==> src/pkg/rxlt_cfg.svh <==
`ifndef RXLT_CFG_SVH
`define RXLT_CFG_SVH

// ----------------------------------------------------------------
// Register offsets
// ----------------------------------------------------------------
`define RXLT_OFF_END_SKIP 8'h05
`define RXLT_OFF_LP_POL 8'h06
`define RXLT_OFF_BYPASS 8'h07
`define RXLT_OFF_HS_TIMEOUT 8'h08
`define RXLT_OFF_IRQ_STATUS 8'h09
`define RXLT_OFF_IRQ_MASK 8'h0a
`define RXLT_OFF_SYNC_SNAP 8'h0e
`define RXLT_OFF_LANE_STATUS 8'h0f
`define RXLT_OFF_LANE0_ERR 8'h10
`define RXLT_OFF_LANE1_ERR 8'h11

// ----------------------------------------------------------------
// Reset values
// ----------------------------------------------------------------
`define RXLT_RST_END_SKIP 8'h3a
`define RXLT_RST_LP_POL 8'h00
`define RXLT_RST_BYPASS 8'h00
`define RXLT_RST_HS_TIMEOUT 8'h00

// ----------------------------------------------------------------
// Field positions
// ----------------------------------------------------------------
`define RXLT_SKIP_LSB 1
`define RXLT_SKIP_MSB 6
`define RXLT_POL_CLK_BIT 4
`define RXLT_BYP_INIT_BIT 7
`define RXLT_BYP_CKMISS_BIT 6
`define RXLT_BYP_ULPS_BIT 5
`define RXLT_ST_SYNC_ERR_BIT 6
`define RXLT_ST_ANY_FAULT_BIT 5
`define RXLT_ST_CLK_ACT_BIT 4
`define RXLT_IRQ_LANE0 0
`define RXLT_IRQ_LANE1 1
`define RXLT_IRQ_SYNC 2
`define RXLT_IRQ_BITS 3

// ----------------------------------------------------------------
// Timing
// ----------------------------------------------------------------
`define RXLT_CLK_PERIOD_NS 8
`define RXLT_MS_NS 1000000
`define RXLT_MS_CYCLES (`RXLT_MS_NS / `RXLT_CLK_PERIOD_NS)

`endif

==> src/pkg/rxlt_pkg.sv <==
package rxlt_pkg;

  typedef logic [7:0] rxlt_byte_t;
  typedef logic [3:0] rxlt_lanes_t;
  typedef logic [1:0] rxlt_pair_t;

  // Bit order matches the lane error register, bit 4 down to bit 0
  typedef struct packed {
    logic end_sync_fault;
    logic start_sequence_bit_fault;
    logic start_sequence_fault;
    logic hs_request_control_fault;
    logic hs_receive_timeout_fault;
  } rxlt_lane_err_t;

  typedef enum logic [0:0] {
    RXLT_SKIP_IDLE = 1'b0,
    RXLT_SKIP_RUN = 1'b1
  } rxlt_skip_state_t;

endpackage : rxlt_pkg

==> src/pkg/rxlt_timer_if.sv <==
`timescale 1ns/10ps
interface rxlt_timer_if;
  logic [1:0] run;
  logic [7:0] limit;
  logic [1:0] expire;

  modport timer (input run, input limit, output expire);
  modport host (output run, output limit, input expire);
endinterface : rxlt_timer_if

==> src/verilog/rxlt_hs_timeout.sv <==
`timescale 1ns/10ps
`include "rxlt_cfg.svh"
module rxlt_hs_timeout #(
  parameter int MS_CYCLES = `RXLT_MS_CYCLES
) (
  input wire logic core_clk,
  input wire logic rst,
  rxlt_timer_if.timer tmr
);
  import rxlt_pkg::*;

  // ----------------------------------------------------------------
  // Free running millisecond tick
  // ----------------------------------------------------------------
  // Tick is not aligned to the start of a burst, hence the one ms slack
  logic [31:0] pre_cnt;
  wire pre_wrap = (pre_cnt == 32'(MS_CYCLES - 1));
  logic tick;

  always_ff @(posedge core_clk) begin
    if (rst) begin
      pre_cnt <= 32'h0000_0000;
      tick <= 1'b0;
    end else begin
      pre_cnt <= pre_wrap ? 32'h0000_0000 : pre_cnt + 32'h0000_0001;
      tick <= pre_wrap;
    end
  end

  // ----------------------------------------------------------------
  // Per lane timeout counters
  // ----------------------------------------------------------------
  wire timer_on = (tmr.limit != 8'h00);
  wire [7:0] last_ms = tmr.limit - 8'h01;

  genvar g;
  generate
    for (g = 0; g < 2; g++) begin : g_lane
      logic [7:0] ms_cnt;
      wire fire = tick && tmr.run[g] && timer_on && (ms_cnt == last_ms);
      assign tmr.expire[g] = fire;
      always_ff @(posedge core_clk) begin
        if (rst || !tmr.run[g]) begin
          ms_cnt <= 8'h00;
        end else if (tick && ms_cnt != tmr.limit) begin
          ms_cnt <= ms_cnt + 8'h01;
        end
      end

      timeout_off_a: assert property (@(posedge core_clk) disable iff (rst)
        (tmr.limit == 8'h00) |-> !tmr.expire[g])
        else $error("timeout fired while disabled");
      timeout_tick_a: assert property (@(posedge core_clk) disable iff (rst)
        tmr.expire[g] |-> tick && ms_cnt == tmr.limit - 8'h01)
        else $error("timeout fired off the programmed tick");
    end
  endgenerate

endmodule : rxlt_hs_timeout

==> src/verilog/rxlt_regs.sv <==
// Behaviour
// - After end of transmission, discard end_skip_count link DDR periods of data.
// - Bypass bit 7 set skips the power-up initialization wait.
// - Bypass bit 6 set skips the missing-clock timing check.
// - Bypass bit 5 set skips ultra-low-power handling on clock lane 0.
// - Bits 4-0 bypass low-power handling on clock lane and data lanes 3..0.
// - Receive timeout counts 1 ms steps; value N fires between N-1 and N ms.
// - Timeout value zero disables the timeout completely.
// - Status bit 6 sets when enabled lanes detect sync at different times.
// - On a sync error, capture per-lane sync status into a snapshot register.
// - Status bit 5 set while any clock or data lane holds an error.
// - Status bit 5 is read-only and clears once lane errors are read.
// - Status bit 4 shows clock lane activity.
// - Status bits 3-0 show activity of each data lane.
// - Lane error bit 4 flags uncorrectable end-of-transmission sync error.
// - Lane error bit 3 flags correctable bit error in start sequence.
// - Lane error bit 2 flags uncorrectable start sequence error.
// - Lane error bit 1 flags control error in high-speed request mode.
// - Lane error bit 0 flags high-speed reception exceeding the timeout.
//
// The plain strobed port is this design's own decision.
`timescale 1ns/10ps
`include "rxlt_cfg.svh"
module rxlt_regs #(
  parameter int MS_CYCLES = `RXLT_MS_CYCLES
) (
  input wire logic core_clk,
  input wire logic rst,
  input wire logic [7:0] reg_addr,
  input wire rxlt_pkg::rxlt_byte_t reg_wdata,
  input wire logic reg_we,
  input wire logic reg_re,
  output rxlt_pkg::rxlt_byte_t reg_rdata,
  output logic irq,
  input wire logic link_clk,
  input wire logic clk_lane_active,
  input wire rxlt_pkg::rxlt_lanes_t data_lane_active,
  input wire rxlt_pkg::rxlt_lanes_t lane_sync_seen,
  input wire logic lane_eot_seen,
  input wire rxlt_pkg::rxlt_pair_t lane_hs_rx,
  input wire rxlt_pkg::rxlt_pair_t lane_eot_sync_err,
  input wire rxlt_pkg::rxlt_pair_t lane_sot_bit_err,
  input wire rxlt_pkg::rxlt_pair_t lane_sot_sync_err,
  input wire rxlt_pkg::rxlt_pair_t lane_ctrl_err,
  input wire logic clk_lane_fault,
  output logic lane_data_discard,
  output logic [5:0] end_skip_count,
  output logic lp_clock_lane_invert,
  output rxlt_pkg::rxlt_lanes_t lp_data_lane_invert,
  output logic skip_init_wait,
  output logic skip_clock_miss_check,
  output logic skip_clock_ultra_low_power,
  output logic [4:0] skip_low_power_per_lane
);
  import rxlt_pkg::*;

  // ----------------------------------------------------------------
  // Link side synchronisers
  // ----------------------------------------------------------------
  localparam int SW = 22;
  wire [SW-1:0] async_in = {link_clk, clk_lane_active, data_lane_active, lane_sync_seen,
    lane_eot_seen, lane_hs_rx, lane_eot_sync_err, lane_sot_bit_err, lane_sot_sync_err,
    lane_ctrl_err, clk_lane_fault};
  logic [SW-1:0] sync_a;
  logic [SW-1:0] sync_b;
  logic link_prev;
  logic eot_prev;

  always_ff @(posedge core_clk) begin
    if (rst) begin
      sync_a <= '0;
      sync_b <= '0;
      link_prev <= 1'b0;
      eot_prev <= 1'b0;
    end else begin
      sync_a <= async_in;
      sync_b <= sync_a;
      link_prev <= sync_b[21];
      // End of transmission is judged against the level at the previous link edge
      if (sync_b[21] && !link_prev) eot_prev <= sync_b[11];
    end
  end

  wire link_s = sync_b[21];
  wire clk_act_s = sync_b[20];
  wire [3:0] dl_act_s = sync_b[19:16];
  wire [3:0] sync_seen_s = sync_b[15:12];
  wire eot_s = sync_b[11];
  wire [1:0] hs_rx_s = sync_b[10:9];
  wire [1:0] eot_err_s = sync_b[8:7];
  wire [1:0] sot_bit_s = sync_b[6:5];
  wire [1:0] sot_err_s = sync_b[4:3];
  wire [1:0] ctrl_err_s = sync_b[2:1];
  wire clk_fault_s = sync_b[0];
  // Lane error, sync and end-of-transmission inputs are only trusted at the rising link clock edge
  wire link_edge = link_s && !link_prev;
  wire eot_event = link_edge && eot_s && !eot_prev;

  // ----------------------------------------------------------------
  // Register bus decode
  // ----------------------------------------------------------------
  wire sel_skip = (reg_addr == `RXLT_OFF_END_SKIP);
  wire sel_pol = (reg_addr == `RXLT_OFF_LP_POL);
  wire sel_byp = (reg_addr == `RXLT_OFF_BYPASS);
  wire sel_tmo = (reg_addr == `RXLT_OFF_HS_TIMEOUT);
  wire sel_ist = (reg_addr == `RXLT_OFF_IRQ_STATUS);
  wire sel_imk = (reg_addr == `RXLT_OFF_IRQ_MASK);
  wire sel_snap = (reg_addr == `RXLT_OFF_SYNC_SNAP);
  wire sel_stat = (reg_addr == `RXLT_OFF_LANE_STATUS);
  wire sel_l0 = (reg_addr == `RXLT_OFF_LANE0_ERR);
  wire sel_l1 = (reg_addr == `RXLT_OFF_LANE1_ERR);
  wire [1:0] lane_rd = {reg_re && sel_l1, reg_re && sel_l0};
  wire stat_rd = reg_re && sel_stat;

  // ----------------------------------------------------------------
  // Control registers
  // ----------------------------------------------------------------
  rxlt_byte_t skip_reg;
  rxlt_byte_t pol_reg;
  rxlt_byte_t byp_reg;
  rxlt_byte_t tmo_reg;
  logic [2:0] irq_mask;

  always_ff @(posedge core_clk) begin
    if (rst) begin
      skip_reg <= `RXLT_RST_END_SKIP;
      pol_reg <= `RXLT_RST_LP_POL;
      byp_reg <= `RXLT_RST_BYPASS;
      tmo_reg <= `RXLT_RST_HS_TIMEOUT;
      irq_mask <= 3'h0;
    end else if (reg_we) begin
      if (sel_skip) skip_reg <= reg_wdata & 8'h7e;
      if (sel_pol) pol_reg <= reg_wdata & 8'h1f;
      if (sel_byp) byp_reg <= reg_wdata;
      if (sel_tmo) tmo_reg <= reg_wdata;
      if (sel_imk) irq_mask <= reg_wdata[2:0];
    end
  end

  assign end_skip_count = skip_reg[`RXLT_SKIP_MSB:`RXLT_SKIP_LSB];
  assign lp_clock_lane_invert = pol_reg[`RXLT_POL_CLK_BIT];
  assign lp_data_lane_invert = pol_reg[3:0];
  assign skip_init_wait = byp_reg[`RXLT_BYP_INIT_BIT];
  assign skip_clock_miss_check = byp_reg[`RXLT_BYP_CKMISS_BIT];
  assign skip_clock_ultra_low_power = byp_reg[`RXLT_BYP_ULPS_BIT];
  assign skip_low_power_per_lane = byp_reg[4:0];

  // ----------------------------------------------------------------
  // Trailing data discard after end of transmission
  // ----------------------------------------------------------------
  rxlt_skip_state_t skip_state;
  rxlt_skip_state_t next_skip_state;
  logic [5:0] skip_left;
  wire skip_load = eot_event && (end_skip_count != 6'h00);

  always_comb begin
    case (skip_state)
      RXLT_SKIP_IDLE: next_skip_state = skip_load ? RXLT_SKIP_RUN : RXLT_SKIP_IDLE;
      RXLT_SKIP_RUN: next_skip_state =
        (link_edge && skip_left == 6'h01) ? RXLT_SKIP_IDLE : RXLT_SKIP_RUN;
      default: next_skip_state = RXLT_SKIP_IDLE;
    endcase
  end

  always_ff @(posedge core_clk) begin
    if (rst) begin
      skip_state <= RXLT_SKIP_IDLE;
      skip_left <= 6'h00;
    end else begin
      skip_state <= next_skip_state;
      if (skip_state == RXLT_SKIP_IDLE && skip_load) begin
        skip_left <= end_skip_count;
      end else if (skip_state == RXLT_SKIP_RUN && link_edge) begin
        skip_left <= skip_left - 6'h01;
      end
    end
  end

  // One DDR period per link clock edge
  assign lane_data_discard = (skip_state == RXLT_SKIP_RUN);

  // ----------------------------------------------------------------
  // High-speed receive timeout
  // ----------------------------------------------------------------
  rxlt_timer_if tmr ();
  assign tmr.run = hs_rx_s;
  assign tmr.limit = tmo_reg;

  rxlt_hs_timeout #(
    .MS_CYCLES(MS_CYCLES)
  ) u_timeout (
    .core_clk(core_clk),
    .rst(rst),
    .tmr(tmr)
  );

  // ----------------------------------------------------------------
  // Per lane error flags, cleared by reading
  // ----------------------------------------------------------------
  rxlt_lane_err_t lane_err [2];
  logic [1:0] lane_new_err;

  genvar g;
  generate
    for (g = 0; g < 2; g++) begin : g_err
      rxlt_lane_err_t set_err;
      assign set_err.end_sync_fault = link_edge && eot_err_s[g];
      assign set_err.start_sequence_bit_fault = link_edge && sot_bit_s[g];
      assign set_err.start_sequence_fault = link_edge && sot_err_s[g];
      assign set_err.hs_request_control_fault = link_edge && ctrl_err_s[g];
      assign set_err.hs_receive_timeout_fault = tmr.expire[g];
      assign lane_new_err[g] = |set_err;
      // A new error in the read cycle survives the clear
      always_ff @(posedge core_clk) begin
        if (rst) begin
          lane_err[g] <= '0;
        end else begin
          lane_err[g] <= (lane_rd[g] ? rxlt_lane_err_t'(5'h00) : lane_err[g]) | set_err;
        end
      end

      rd_clear_a: assert property (@(posedge core_clk) disable iff (rst)
        lane_rd[g] && !lane_new_err[g] |=> lane_err[g] == 5'h00)
        else $error("lane error flags not cleared by read");
      err_hold_a: assert property (@(posedge core_clk) disable iff (rst)
        lane_err[g] != 5'h00 && !lane_rd[g] |=> (lane_err[g] & $past(lane_err[g]))
          == $past(lane_err[g]))
        else $error("lane error flag dropped without a read");
    end
  endgenerate

  // ----------------------------------------------------------------
  // Lane sync check and snapshot
  // ----------------------------------------------------------------
  wire [3:0] sync_enabled = sync_seen_s & dl_act_s;
  wire sync_mismatch = link_edge && (sync_enabled != 4'h0) && (sync_enabled != dl_act_s);
  logic sync_err;
  logic [3:0] sync_snap;

  always_ff @(posedge core_clk) begin
    if (rst) begin
      sync_err <= 1'b0;
      sync_snap <= 4'h0;
    end else begin
      sync_err <= (sync_err && !stat_rd) || sync_mismatch;
      if (sync_mismatch) sync_snap <= sync_seen_s;
    end
  end

  // Clock lane errors live in their own register outside this block
  wire any_lane_fault = (|lane_err[0]) || (|lane_err[1]) || clk_fault_s;
  wire [7:0] status_word = {1'b0, sync_err, any_lane_fault, clk_act_s, dl_act_s};

  // ----------------------------------------------------------------
  // Interrupts
  // ----------------------------------------------------------------
  logic [2:0] irq_status;
  wire [2:0] irq_set = {sync_mismatch, lane_new_err};
  wire [2:0] irq_clr = (reg_we && sel_ist) ? reg_wdata[2:0] : 3'h0;

  always_ff @(posedge core_clk) begin
    if (rst) begin
      irq_status <= 3'h0;
    end else begin
      irq_status <= (irq_status & ~irq_clr) | irq_set;
    end
  end

  assign irq = |(irq_status & irq_mask);

  // ----------------------------------------------------------------
  // Read data, one cycle after the strobe
  // ----------------------------------------------------------------
  wire [7:0] rd_mux =
    sel_skip ? skip_reg :
    sel_pol ? pol_reg :
    sel_byp ? byp_reg :
    sel_tmo ? tmo_reg :
    sel_ist ? {5'h00, irq_status} :
    sel_imk ? {5'h00, irq_mask} :
    sel_snap ? {4'h0, sync_snap} :
    sel_stat ? status_word :
    sel_l0 ? {3'h0, lane_err[0]} :
    sel_l1 ? {3'h0, lane_err[1]} : 8'h00;

  always_ff @(posedge core_clk) begin
    if (rst) begin
      reg_rdata <= 8'h00;
    end else begin
      reg_rdata <= reg_re ? rd_mux : 8'h00;
    end
  end

  // ----------------------------------------------------------------
  // Checks
  // ----------------------------------------------------------------
  skip_start_a: assert property (@(posedge core_clk) disable iff (rst)
    skip_load && !lane_data_discard |=> lane_data_discard && skip_left == $past(end_skip_count))
    else $error("discard did not start after end of transmission");
  init_bypass_a: assert property (@(posedge core_clk) disable iff (rst)
    reg_we && sel_byp |=> skip_init_wait == $past(reg_wdata[7]))
    else $error("init wait bypass not taken from the write");
  ckmiss_bypass_a: assert property (@(posedge core_clk) disable iff (rst)
    reg_we && sel_byp |=> skip_clock_miss_check == $past(reg_wdata[6]))
    else $error("clock miss bypass not taken from the write");
  ulps_bypass_a: assert property (@(posedge core_clk) disable iff (rst)
    reg_we && sel_byp |=> skip_clock_ultra_low_power == $past(reg_wdata[5]))
    else $error("clock lane low power bypass not taken");
  lp_bypass_a: assert property (@(posedge core_clk) disable iff (rst)
    reg_we && sel_byp |=> skip_low_power_per_lane == $past(reg_wdata[4:0]))
    else $error("per lane low power bypass not taken");
  sync_err_a: assert property (@(posedge core_clk) disable iff (rst)
    sync_mismatch |=> sync_err ##1 (sync_err || $past(stat_rd)))
    else $error("lane sync error not flagged");
  sync_snap_a: assert property (@(posedge core_clk) disable iff (rst)
    sync_mismatch |=> sync_snap == $past(sync_seen_s))
    else $error("sync snapshot not captured");
  any_fault_a: assert property (@(posedge core_clk) disable iff (rst)
    lane_err[0] != 5'h00 || lane_err[1] != 5'h00 |-> status_word[5])
    else $error("summary fault flag missing");
  fault_clear_a: assert property (@(posedge core_clk) disable iff (rst)
    lane_rd != 2'h0 ##1 !clk_fault_s && lane_err[0] == 5'h00 && lane_err[1] == 5'h00
      |-> !status_word[5])
    else $error("summary fault flag stuck after read");
  lane_active_a: assert property (@(posedge core_clk) disable iff (rst)
    reg_re && sel_stat |=> reg_rdata[4] == $past(clk_act_s)
      && reg_rdata[3:0] == $past(dl_act_s))
    else $error("lane activity misreported");

endmodule : rxlt_regs

==> config.mk <==
export PLATFORM = sky130hd
export DESIGN_NAME = rxlt_regs
export DESIGN_NICKNAME = d
export VERILOG_FILES = /design/src/pkg/rxlt_pkg.sv /design/src/pkg/rxlt_timer_if.sv /design/src/verilog/rxlt_hs_timeout.sv /design/src/verilog/rxlt_regs.sv
export VERILOG_INCLUDE_DIRS = /design/src /design/src/pkg
export SDC_FILE = /design/constraint.sdc
export NUM_CORES = 1
export LEC_CHECK = 0
export BUFFER_PORTS_ARGS = -buffer_cell sky130_fd_sc_hd__clkbuf_2
export CELL_PAD_IN_SITES_DETAIL_PLACEMENT = 1
export CELL_PAD_IN_SITES_GLOBAL_PLACEMENT = 2
export CORE_MARGIN = 3
export CORE_UTILIZATION = 30
export CTS_CLUSTER_DIAMETER = 200
export DETAILED_ROUTE_END_ITERATION = 7
export HOLD_SLACK_MARGIN = 0.02
export PLACE_DENSITY_LB_ADDON = 0.3
export SYNTH_ARGS = -nofsm -noshare
export SYNTH_HDL_FRONTEND = slang
export SYNTH_SLANG_ARGS = --single-unit
==> constraint.sdc <==
create_clock -name core_clk -period 5.7 [get_ports core_clk]
set_input_delay 1.14 -clock core_clk [delete_from_list [all_inputs] [get_ports core_clk]]
set_output_delay 1.14 -clock core_clk [all_outputs]
set_load 0.05 [all_outputs]
==> run metrics, run 1 <==
outcome=finished, final reports clean; vias in the first global route=6014; startpoint types=primary input; Root Driver=clkbuf_16; CTS H-Tree Depth=4; Async SR Flop Fraction=0; Critical-path top delay cell=or4_4; hold_buf cts=0; fraction of layout cells with a size suffix above 1=0.1419; Largest Register=u_timeout.pre_cnt; Synth Instances=802; Critical Path, Cell by Cell=clkbuf_2 -> or4_4 -> nor2_1 -> and3_1 -> nor2b_1 -> a211o_1; Critical Path RT=between 6000 and 7000 ps; TritonCTS clock tree=built; cts bufs inserted=17; Top Ports=between 70 and 80; IR drop worst, VDD=between 150 and 200 uV; Tot Pwr=between 2 and 2.5 mW; number of core rows=55; CP arrival=about 3100 ps; EDFF count, synth=0; total grt overflow=0; Yosys warning count=0; Hold Path Stages=1; Clock Skew=between 10 and 15 ps; WL per Instance=around 17 um; clock network power share=0.481; RSZ-0062 raised after global routing=false; Post-Syn Nets=approximately 850; fin crit share=0.4870; RD Place Congestion=approximately 0.78; worst skew pair latency=430 ps; CP Capture Type=register; Flop pwr share=0.479; Setup Buffers After CTS=0; Slew Limit Fails=0; post-synth top area share=0.4428; clock slew at reported path FFs=approximately 70 ps; count of cell types in the netlist=67; Residual DRC=0; setup_tns=0 ps; synthesis-to-layout area growth=16.11%; routed via count=5891; Vias per Instance=around 5.0; cell taking the most area after synthesis=dfxtp_1; antenna cells=0; r2r worst-path depth=4; initial antenna violation count=0; first-pass GRT wire length=approximately 33000 um; Layout Nets=approximately 900; Switch Pwr=around 590 uW; die area=between 20000 and 30000 um2; R2R setup slack=3420 ps; PwrDens=roughly 280 nW/um2; WS Path Type=in2reg; dpl hpwl=~14000 um; final setup fails=0; Max-slew headroom=0.3830; sequential share of the synthesized area=0.4428; hold path startpoint=sync_a[7]; #FFs+latches synth=around 160; setup ws final=a little under 3000 ps; final core occ=0.3609; post-CTS sizing=0; ys flop type=dfxtp_1; logic gate share of total power=0.040; total wire length=19550 um; pre-CTS setup slack=around 2500 ps; Antenna Nets Post-Route=0; beginning of the critical path=reg_addr[4]; biggest regs=u_timeout.pre_cnt: 32 flops, sync_a: 22 flops, sync_b: 22 flops; Net Sw Frac=0.2477; Initial DRT Pass Iterations=7; GRT Overall Usage=0.1557; min-delay worst type=reg2reg; core area=around 23000 um2; Buffers on Ports=70; min cycle time layout=around 2800 ps; Worst-Margin Slew=a little over 900 ps; largest net degree at the start of global routing=56; reg2reg start=u_timeout.pre_cnt[2]; die height=approximately 160 um; Chip Width=around 160 um; max reg flops=32; Starting Density=0.3108; Peak Freq=about 0.36 GHz; Syn Area/Cell=a little under 9 um2; Max clock buf depth=2; synthesized area=about 7000 um2; clock sinks=between 150 and 200; slowest stage delay, CP=roughly 600 ps; max-cap viol count=0; Initial DRC Count=330; internal power=between 1.5 and 2 mW; final hold viol count=0; critical path fanouts, max=10; P_leak=3.012 nW; Area contributors post-synth=dfxtp_1, nor2b_1, a21oi_1, nor2_1, xnor2_1
worst max-delay path: cells and delay by family:
family / cells / cell delay, ps
compound gates: 1 / 270
buf+inv: 1 / 100
simple gates: 4 / 1590
cells by family after synthesis:
family	count (synthesis)	share of synthesized area
AO/OA/AOI/OAI	154	0.1386
XOR/XNOR	55	0.07322
adder cells (fa/ha/maj)	7	0.01226
buffers and inverters	65	0.03731
flip-flops	158	0.4428
multiplexers	26	0.03748
AND/OR/NAND/NOR	337	0.2584
metal layers:
metal	wire length, um	global-route usage	up-vias
met4	267	0.04892	0
li1	-	-	2933
met1	10190	0.2274	2843
met5	0	0	-
met3	632	0.02502	20
met2	8463	0.2347	95
final timing paths:
check / to
max: skip_reg[1]
min reg2reg: sync_b[7]
max reg2reg: u_timeout.pre_cnt[8]
min: sync_b[7]
Yosys cell counts, drive strengths merged, types with 2 or more instances:
library cell  number
xnor2             29
and2               5
nand4b             2
xor2              23
o211ai             7
xnor3              3
nor2b             58
o22ai              4
nor4              17
buf               14
ha                 7
mux2               6
and3              12
nor3               8
nand2             64
nor2              68
mux2i             20
inv               19
a221oi             2
and4               4
or4b               2
nand2b             5
o21ai             29
a211o              4
or4                9
or3               19
nand3b             4
o2111ai            7
clkbuf            32
dfxtp            158
o31ai              3
nand4             23
nand3             31
a21oi             55
a22oi             22
a21o               3
a22o               6
per-stage QoR:
step,cell area (um2),hold slack (ps),instances
finish,8294,437.3,1173
global route,8294,451.4,1173
CTS,8294,441.1,1173
detailed placement,7715,424.3,1142
global placement,7715,420.1,1142
floorplan,7143,413.8,802
cells in the final DEF, fill, tap and decap left out, types with 12 or more instances in the layout:
cell type | Yosys | final
a21oi_1 | 55 | 55
a22oi_1 | 22 | 22
and3_1 | 12 | 12
clkbuf_16 | 0 | 17
clkbuf_2 | 0 | 69
dfxtp_1 | 158 | 158
inv_1 | 19 | 19
mux2i_1 | 20 | 20
nand2_1 | 64 | 64
nand3_1 | 31 | 31
nand4_1 | 22 | 22
nor2_1 | 68 | 68
nor2b_1 | 58 | 58
nor4_1 | 15 | 15
o21ai_0 | 29 | 29
or3_1 | 18 | 18
xnor2_1 | 29 | 29
xor2_1 | 23 | 23
power by group through the flow:
stage	combinational, mW	sequential, mW	clock [mW]
floorplan	0.0570	1.16	0
global placement	0.0951	1.16	0
detailed placement	0.0955	1.16	0
CTS	0.0956	1.13	1.18
global route	0.106	1.13	1.22
finish	0.0938	1.13	1.14
area by class of cell:
cell class,count,area [um2]
well taps,313,391.6
clock buffers,18,429.2
multi-input cells,579,3714
fillers,2769,14690
repair buffers,73,375.4
flip-flops and latches,158,3163
clock inverters,13,150.1
inverters,19,71.32
Power figures use the tool's default switching activity.
==> run 2, diff against run 1 <==
clock period = 2.83 ns   (was 5.7 ns; I/O delays follow)
==> run metrics, run 2 (synthesized netlist as in run 1, its figures left out) <==
total wire length=19930 um; commonest non-fill, non-tap cell in the layout=dfxtp_1; dpl hpwl=14440 um; die area=25700 um2; GRT Overall Usage=0.1576; CP Capture Type=register; CTS H-Tree Depth=4; RSZ-0062 raised after global routing=false; final hold viol count=0; RD Place Congestion=0.7813; Cell Area, Placed=7848 um2; Largest Register=u_timeout.pre_cnt; min-delay worst type=in2reg; cts bufs inserted=17; worst skew pair latency=approximately 430 ps; Critical-path top delay cell=dfxtp_1; clock network power share=0.479; Critical Path RT=approximately 3200 ps; Critical Path, Cell by Cell=inv_1 -> ha_1 -> xnor2_1 -> or3_1 -> a2111oi_2 -> nand4_1 -> o21ai_0; Starting Density=0.3108; hold_buf cts=0; die height=approximately 160 um; post-route cell area=8427 um2; clock slew at reported path FFs=about 70 ps; Initial DRT Pass Iterations=4; max-cap viol count=0; Peak Freq=0.4392 GHz; biggest regs=u_timeout.pre_cnt: 32 flops, sync_a: 22 flops, sync_b: 22 flops; Max clock buf depth=2; fraction of layout cells with a size suffix above 1=0.1574; Tot Pwr=between 4 and 5 mW; first-pass GRT wire length=roughly 33000 um; Min Hold Slack=343.0 ps; TritonCTS clock tree=built; internal power=between 3 and 4 mW; WP buf/inv=1; WL per Instance=between 15 and 20 um; vias in the first global route=around 6100; Buffers on Ports=70; total grt overflow=0; Max-slew headroom=0.4166; Chip Width=between 150 and 200 um; largest net degree at the start of global routing=83; Layout Nets=913; synthesis-to-layout area growth=17.97%; startpoint types=register; core area=approximately 23000 um2; post-CTS sizing=0; setup_tns=0 ps; Setup Buffers After CTS=0; max reg flops=32; PwrDens=565.9 nW/um2; logic gate share of total power=0.043; Initial DRC Count=approximately 270; critical path fanouts, max=7; clock sinks=around 160; fin crit share=0.8046; Residual DRC=0; IR drop worst, VDD=around 450 uV; Antenna Nets Post-Route=0; Switch Pwr=about 1.2 mW; Flop pwr share=0.478; number of core rows=55; slowest stage delay, CP=around 530 ps; antenna cells=0; Net Sw Frac=0.2468; outcome=finished, final reports clean; P_leak=between 3 and 4 nW; Slew Limit Fails=0; filler instances=2748; final setup fails=0; Root Driver=clkbuf_16; initial antenna violation count=0; min cycle time layout=approximately 2300 ps; WS Path Type=reg2reg; most frequent cells in the layout=dfxtp_1, clkbuf_2, nor2_1; CP arrival=approximately 2600 ps; cell family with most CP delay=simple AND/OR/NAND/NOR gates; Vias per Instance=approximately 5.1; Worst-Margin Slew=875.1 ps; Clock Skew=about 13 ps; Top Ports=around 70; routed via count=approximately 6000
## run 2: cell count changes in the layout (fill, tap and decap cells not counted)
cell,previous run,this run
buf_12,0,1
buf_4,4,19
clkbuf_1,1,2
clkinv_2,0,1
clkinv_4,3,2
## run 2: through the flow
step | setup slack (ps) | cells | util
detailed placement | 347.7 | 1158 | 0.3414
floorplan | 659.6 | 802 | -
finish | 553.1 | 1190 | 0.3666
global placement | 331.0 | 1158 | 0.3414
CTS | 547.1 | 1190 | 0.3666
global route | 353.4 | 1190 | 0.3666
## run 2: worst register-to-register path, delay by kind of cell (launching register included)
kind            cells  cell delay (ps)
simple gates        2              620
flops               1              530
compound gates      2              410
xor+xnor            1              140
buf+inv             1              150
fa+ha+maj           1              360
## run 2: per-layer routing
layer | routed length [um] | vias up | part of all wire | global-route usage
li1 | - | 2979 | - | -
met1 | 10490 | 2911 | 0.53 | 0.2280
met2 | 8554 | 99 | 0.43 | 0.2407
met3 | 614 | 21 | 0.031 | 0.02811
met4 | 266 | 0 | 0.013 | 0.04458
met5 | 0 | - | 0 | 0
## run 2: worst paths after layout
path / startpoint / to / slack [ps] / cells after the start
setup / recovery: tmo_reg[1] / irq_status[0] / 550 / 7
hold / removal: data_lane_active[3] / sync_a[19] / 340 / 2
setup reg to reg: tmo_reg[1] / irq_status[0] / 550 / 7
hold reg to reg: sync_a[12] / sync_b[12] / 440 / 1
## run 2: power groups by stage
stage | Clock [mW] | Sequential, mW | Combinational, mW
after floorplan | 0 | 2.33 | 0.115
after global placement | 0 | 2.33 | 0.205
after detailed placement | 0 | 2.33 | 0.206
after CTS | 2.35 | 2.28 | 0.207
after global routing | 2.44 | 2.29 | 0.227
final | 2.28 | 2.28 | 0.205
## run 2: layout make-up
type / count / area, um2 / share of cell area
clock inverter: 13 / 146.4 / 0.01737
inverter: 19 / 71.32 / 0.008463
clock buffer: 19 / 432.9 / 0.05137
multi-input combinational: 579 / 3714 / 0.4407
sequential: 158 / 3163 / 0.3754
tap: 313 / 391.6 / 0.04647
timing repair buffer: 89 / 508.0 / 0.06028
==> run 3, diff against run 2 <==
clock period = 1.9 ns   (was 2.83 ns; I/O delays follow)
==> run metrics, run 3 (synthesized netlist as in run 1, its figures left out) <==
Residual DRC=0; final setup fails=2; Antenna Nets Post-Route=0; logic gate share of total power=0.050; multi-input gate area in the final layout=3892 um2; GRT Overall Usage=0.1684; initial antenna violation count=0; die area=~26000 um2; Peak Freq=about 0.51 GHz; first-pass GRT wire length=~35000 um; Critical Path, Cell by Cell=or4_4 -> or3_4 -> a2111oi_4 -> nand4_1 -> o21ai_1; Clock Skew=about 15 ps; min cycle time layout=roughly 2000 ps; total grt overflow=0; hold_buf cts=0; biggest regs=u_timeout.pre_cnt: 32 flops, sync_a: 22 flops, sync_b: 22 flops; Slew Limit Fails=0; Flop pwr share=0.473; Vias per Instance=~5.0; setup ws final=-74.08 ps; CP arrival=around 2300 ps; Worst R2R End=irq_status[0]; critical path fanouts, max=2; cell family with most CP delay=simple AND/OR/NAND/NOR gates; vias in the first global route=approximately 6400; Initial DRC Count=330; final hold viol count=0; RD Place Congestion=between 0.8 and 0.9; max reg flops=32; synthesis-to-layout area growth=30.64%; RSZ-0062 raised after global routing=true; dpl hpwl=about 15000 um; hold path startpoint=data_lane_active[2]; Max clock buf depth=2; Net Sw Frac=0.2632; failing checks=setup timing; cts bufs inserted=17; r2r worst-path depth=5; startpoint types=register; Hold Path Stages=2; worst skew pair latency=440 ps; routed via count=6307; filler instances=roughly 2700; Root Driver=clkbuf_16; clock sinks=~160; Chip Width=around 160 um; most frequent cells in the layout=dfxtp_1, buf_4, clkbuf_2; Hold EP=sync_a[18]; Initial DRT Pass Iterations=4; min-delay worst type=in2reg; Buffers on Ports=70; slowest stage delay, CP=approximately 540 ps; Critical Path RT=around 2300 ps; Critical-path top delay cell=or4_4; Starting Density=0.3108; IR drop worst, VDD=between 400 and 500 uV; Worst-Margin Slew=just under 700 ps; largest net degree at the start of global routing=41; Layout Nets=about 1000; WS Path Type=reg2reg; setup_tns=-131.9 ps; Max-slew headroom=0.5487; fraction of layout cells with a size suffix above 1=0.2625; core area=roughly 23000 um2; Register Area=3172 um2; total wire length=approximately 21000 um; reg2reg start=tmo_reg[2]; Switch Pwr=~1.9 mW; commonest non-fill, non-tap cell in the layout=dfxtp_1; R2R setup slack=-70 ps; outcome=finished with violations; PwrDens=between 700 and 800 nW/um2; number of core rows=55; pre-CTS setup slack=-200.8 ps; Largest Register=u_timeout.pre_cnt; max-cap viol count=0; antenna cells=0; Top Ports=71; internal power=5.292 mW; Finished Layout Cells=~1300; CP Capture Type=register; Inst Count DP=approximately 1200; TritonCTS clock tree=built; final core occ=0.4060; P_leak=~3.6 nW; clock network power share=0.477; CTS H-Tree Depth=4; WP buf/inv=0; WL per Instance=about 17 um; die height=approximately 160 um; fin crit share=1.039; clock slew at reported path FFs=around 70 ps
run 3: changes by cell type in the layout (fill, tap and decap cells not counted), moves of 3 or more:
cell	previous run	this run
dfxtp_1	158	151
o21ai_0	29	26
dfxtp_2	0	7
clkinv_8	1	4
o21ai_1	0	3
buf_4	19	97
nor4_2	1	5
nor4_1	15	9
run 3: metal layers:
metal	GRT usage	vias up	routed length, um
met1	0.2417	3048	10810
met5	0	-	0
met2	0.2597	100	9526
met3	0.03095	23	677
li1	-	3136	-
met4	0.04655	0	344
run 3: area by class of cell:
type,instances,area share
Clock buffer,17,0.04559
Clock inverter,15,0.01824
Timing Repair Buffer,172,0.1295
Inverter,19,0.007643
Sequential cell,158,0.3399
Multi-Input combinational cell,579,0.4171
Tap cell,313,0.04197
run 3: how the worst max path moves through the flow:
| stage | slack, ps | endpoint | start | depth (start not counted) |
|---|---|---|---|---|
| 2_1_floorplan | -30 | irq_mask[0] | reg_addr[6] | 6 |
| 3_3_place_gp | -170 | tmo_reg[0] | reg_addr[7] | 8 |
| 3_5_place_dp | -200 | reg_rdata[2] | reg_addr[6] | 6 |
| 4_1_cts | -60 | irq | irq_status[2] | 3 |
| 5_1_grt | -200 | irq_status[0] | tmo_reg[2] | 5 |
| 6_report | -70 | irq_status[0] | tmo_reg[2] | 5 |
run 3: worst reg2reg max path: stages, from the launching register on:
cell and delay [ps]:
dfxtp_2 320, or4_4 540, or3_4 410, a2111oi_4 300, nand4_1 220, o21ai_1 120
run 3: power by group through the flow:
stage                     clock network [mW]  logic, mW  registers (mW)
final                                   3.43      0.362            3.39
after global routing                    3.66      0.401            3.40
after CTS                               3.53      0.367            3.39
after detailed placement                   0      0.340            3.47
after global placement                     0      0.340            3.47
after floorplan                            0      0.172            3.47
run 3: what timing repair did:
item / in CTS / in global routing
gates cloned: 2 / 0
gates resized for setup: 22 / 21
setup endpoints to repair: 37 / 30
pin swaps: 7 / 7
buffers inserted: 1 / 1
run 3: per-stage QoR:
step                hold WS (ps)  area, um2  total power, mW
floorplan                  413.8       7163            3.638
global placement           420.2       8469            3.810
detailed placement         424.7       8469            3.812
CTS                        131.6       9244            7.295
global route               138.2       9331            7.463
finish                     145.8       9331            7.183
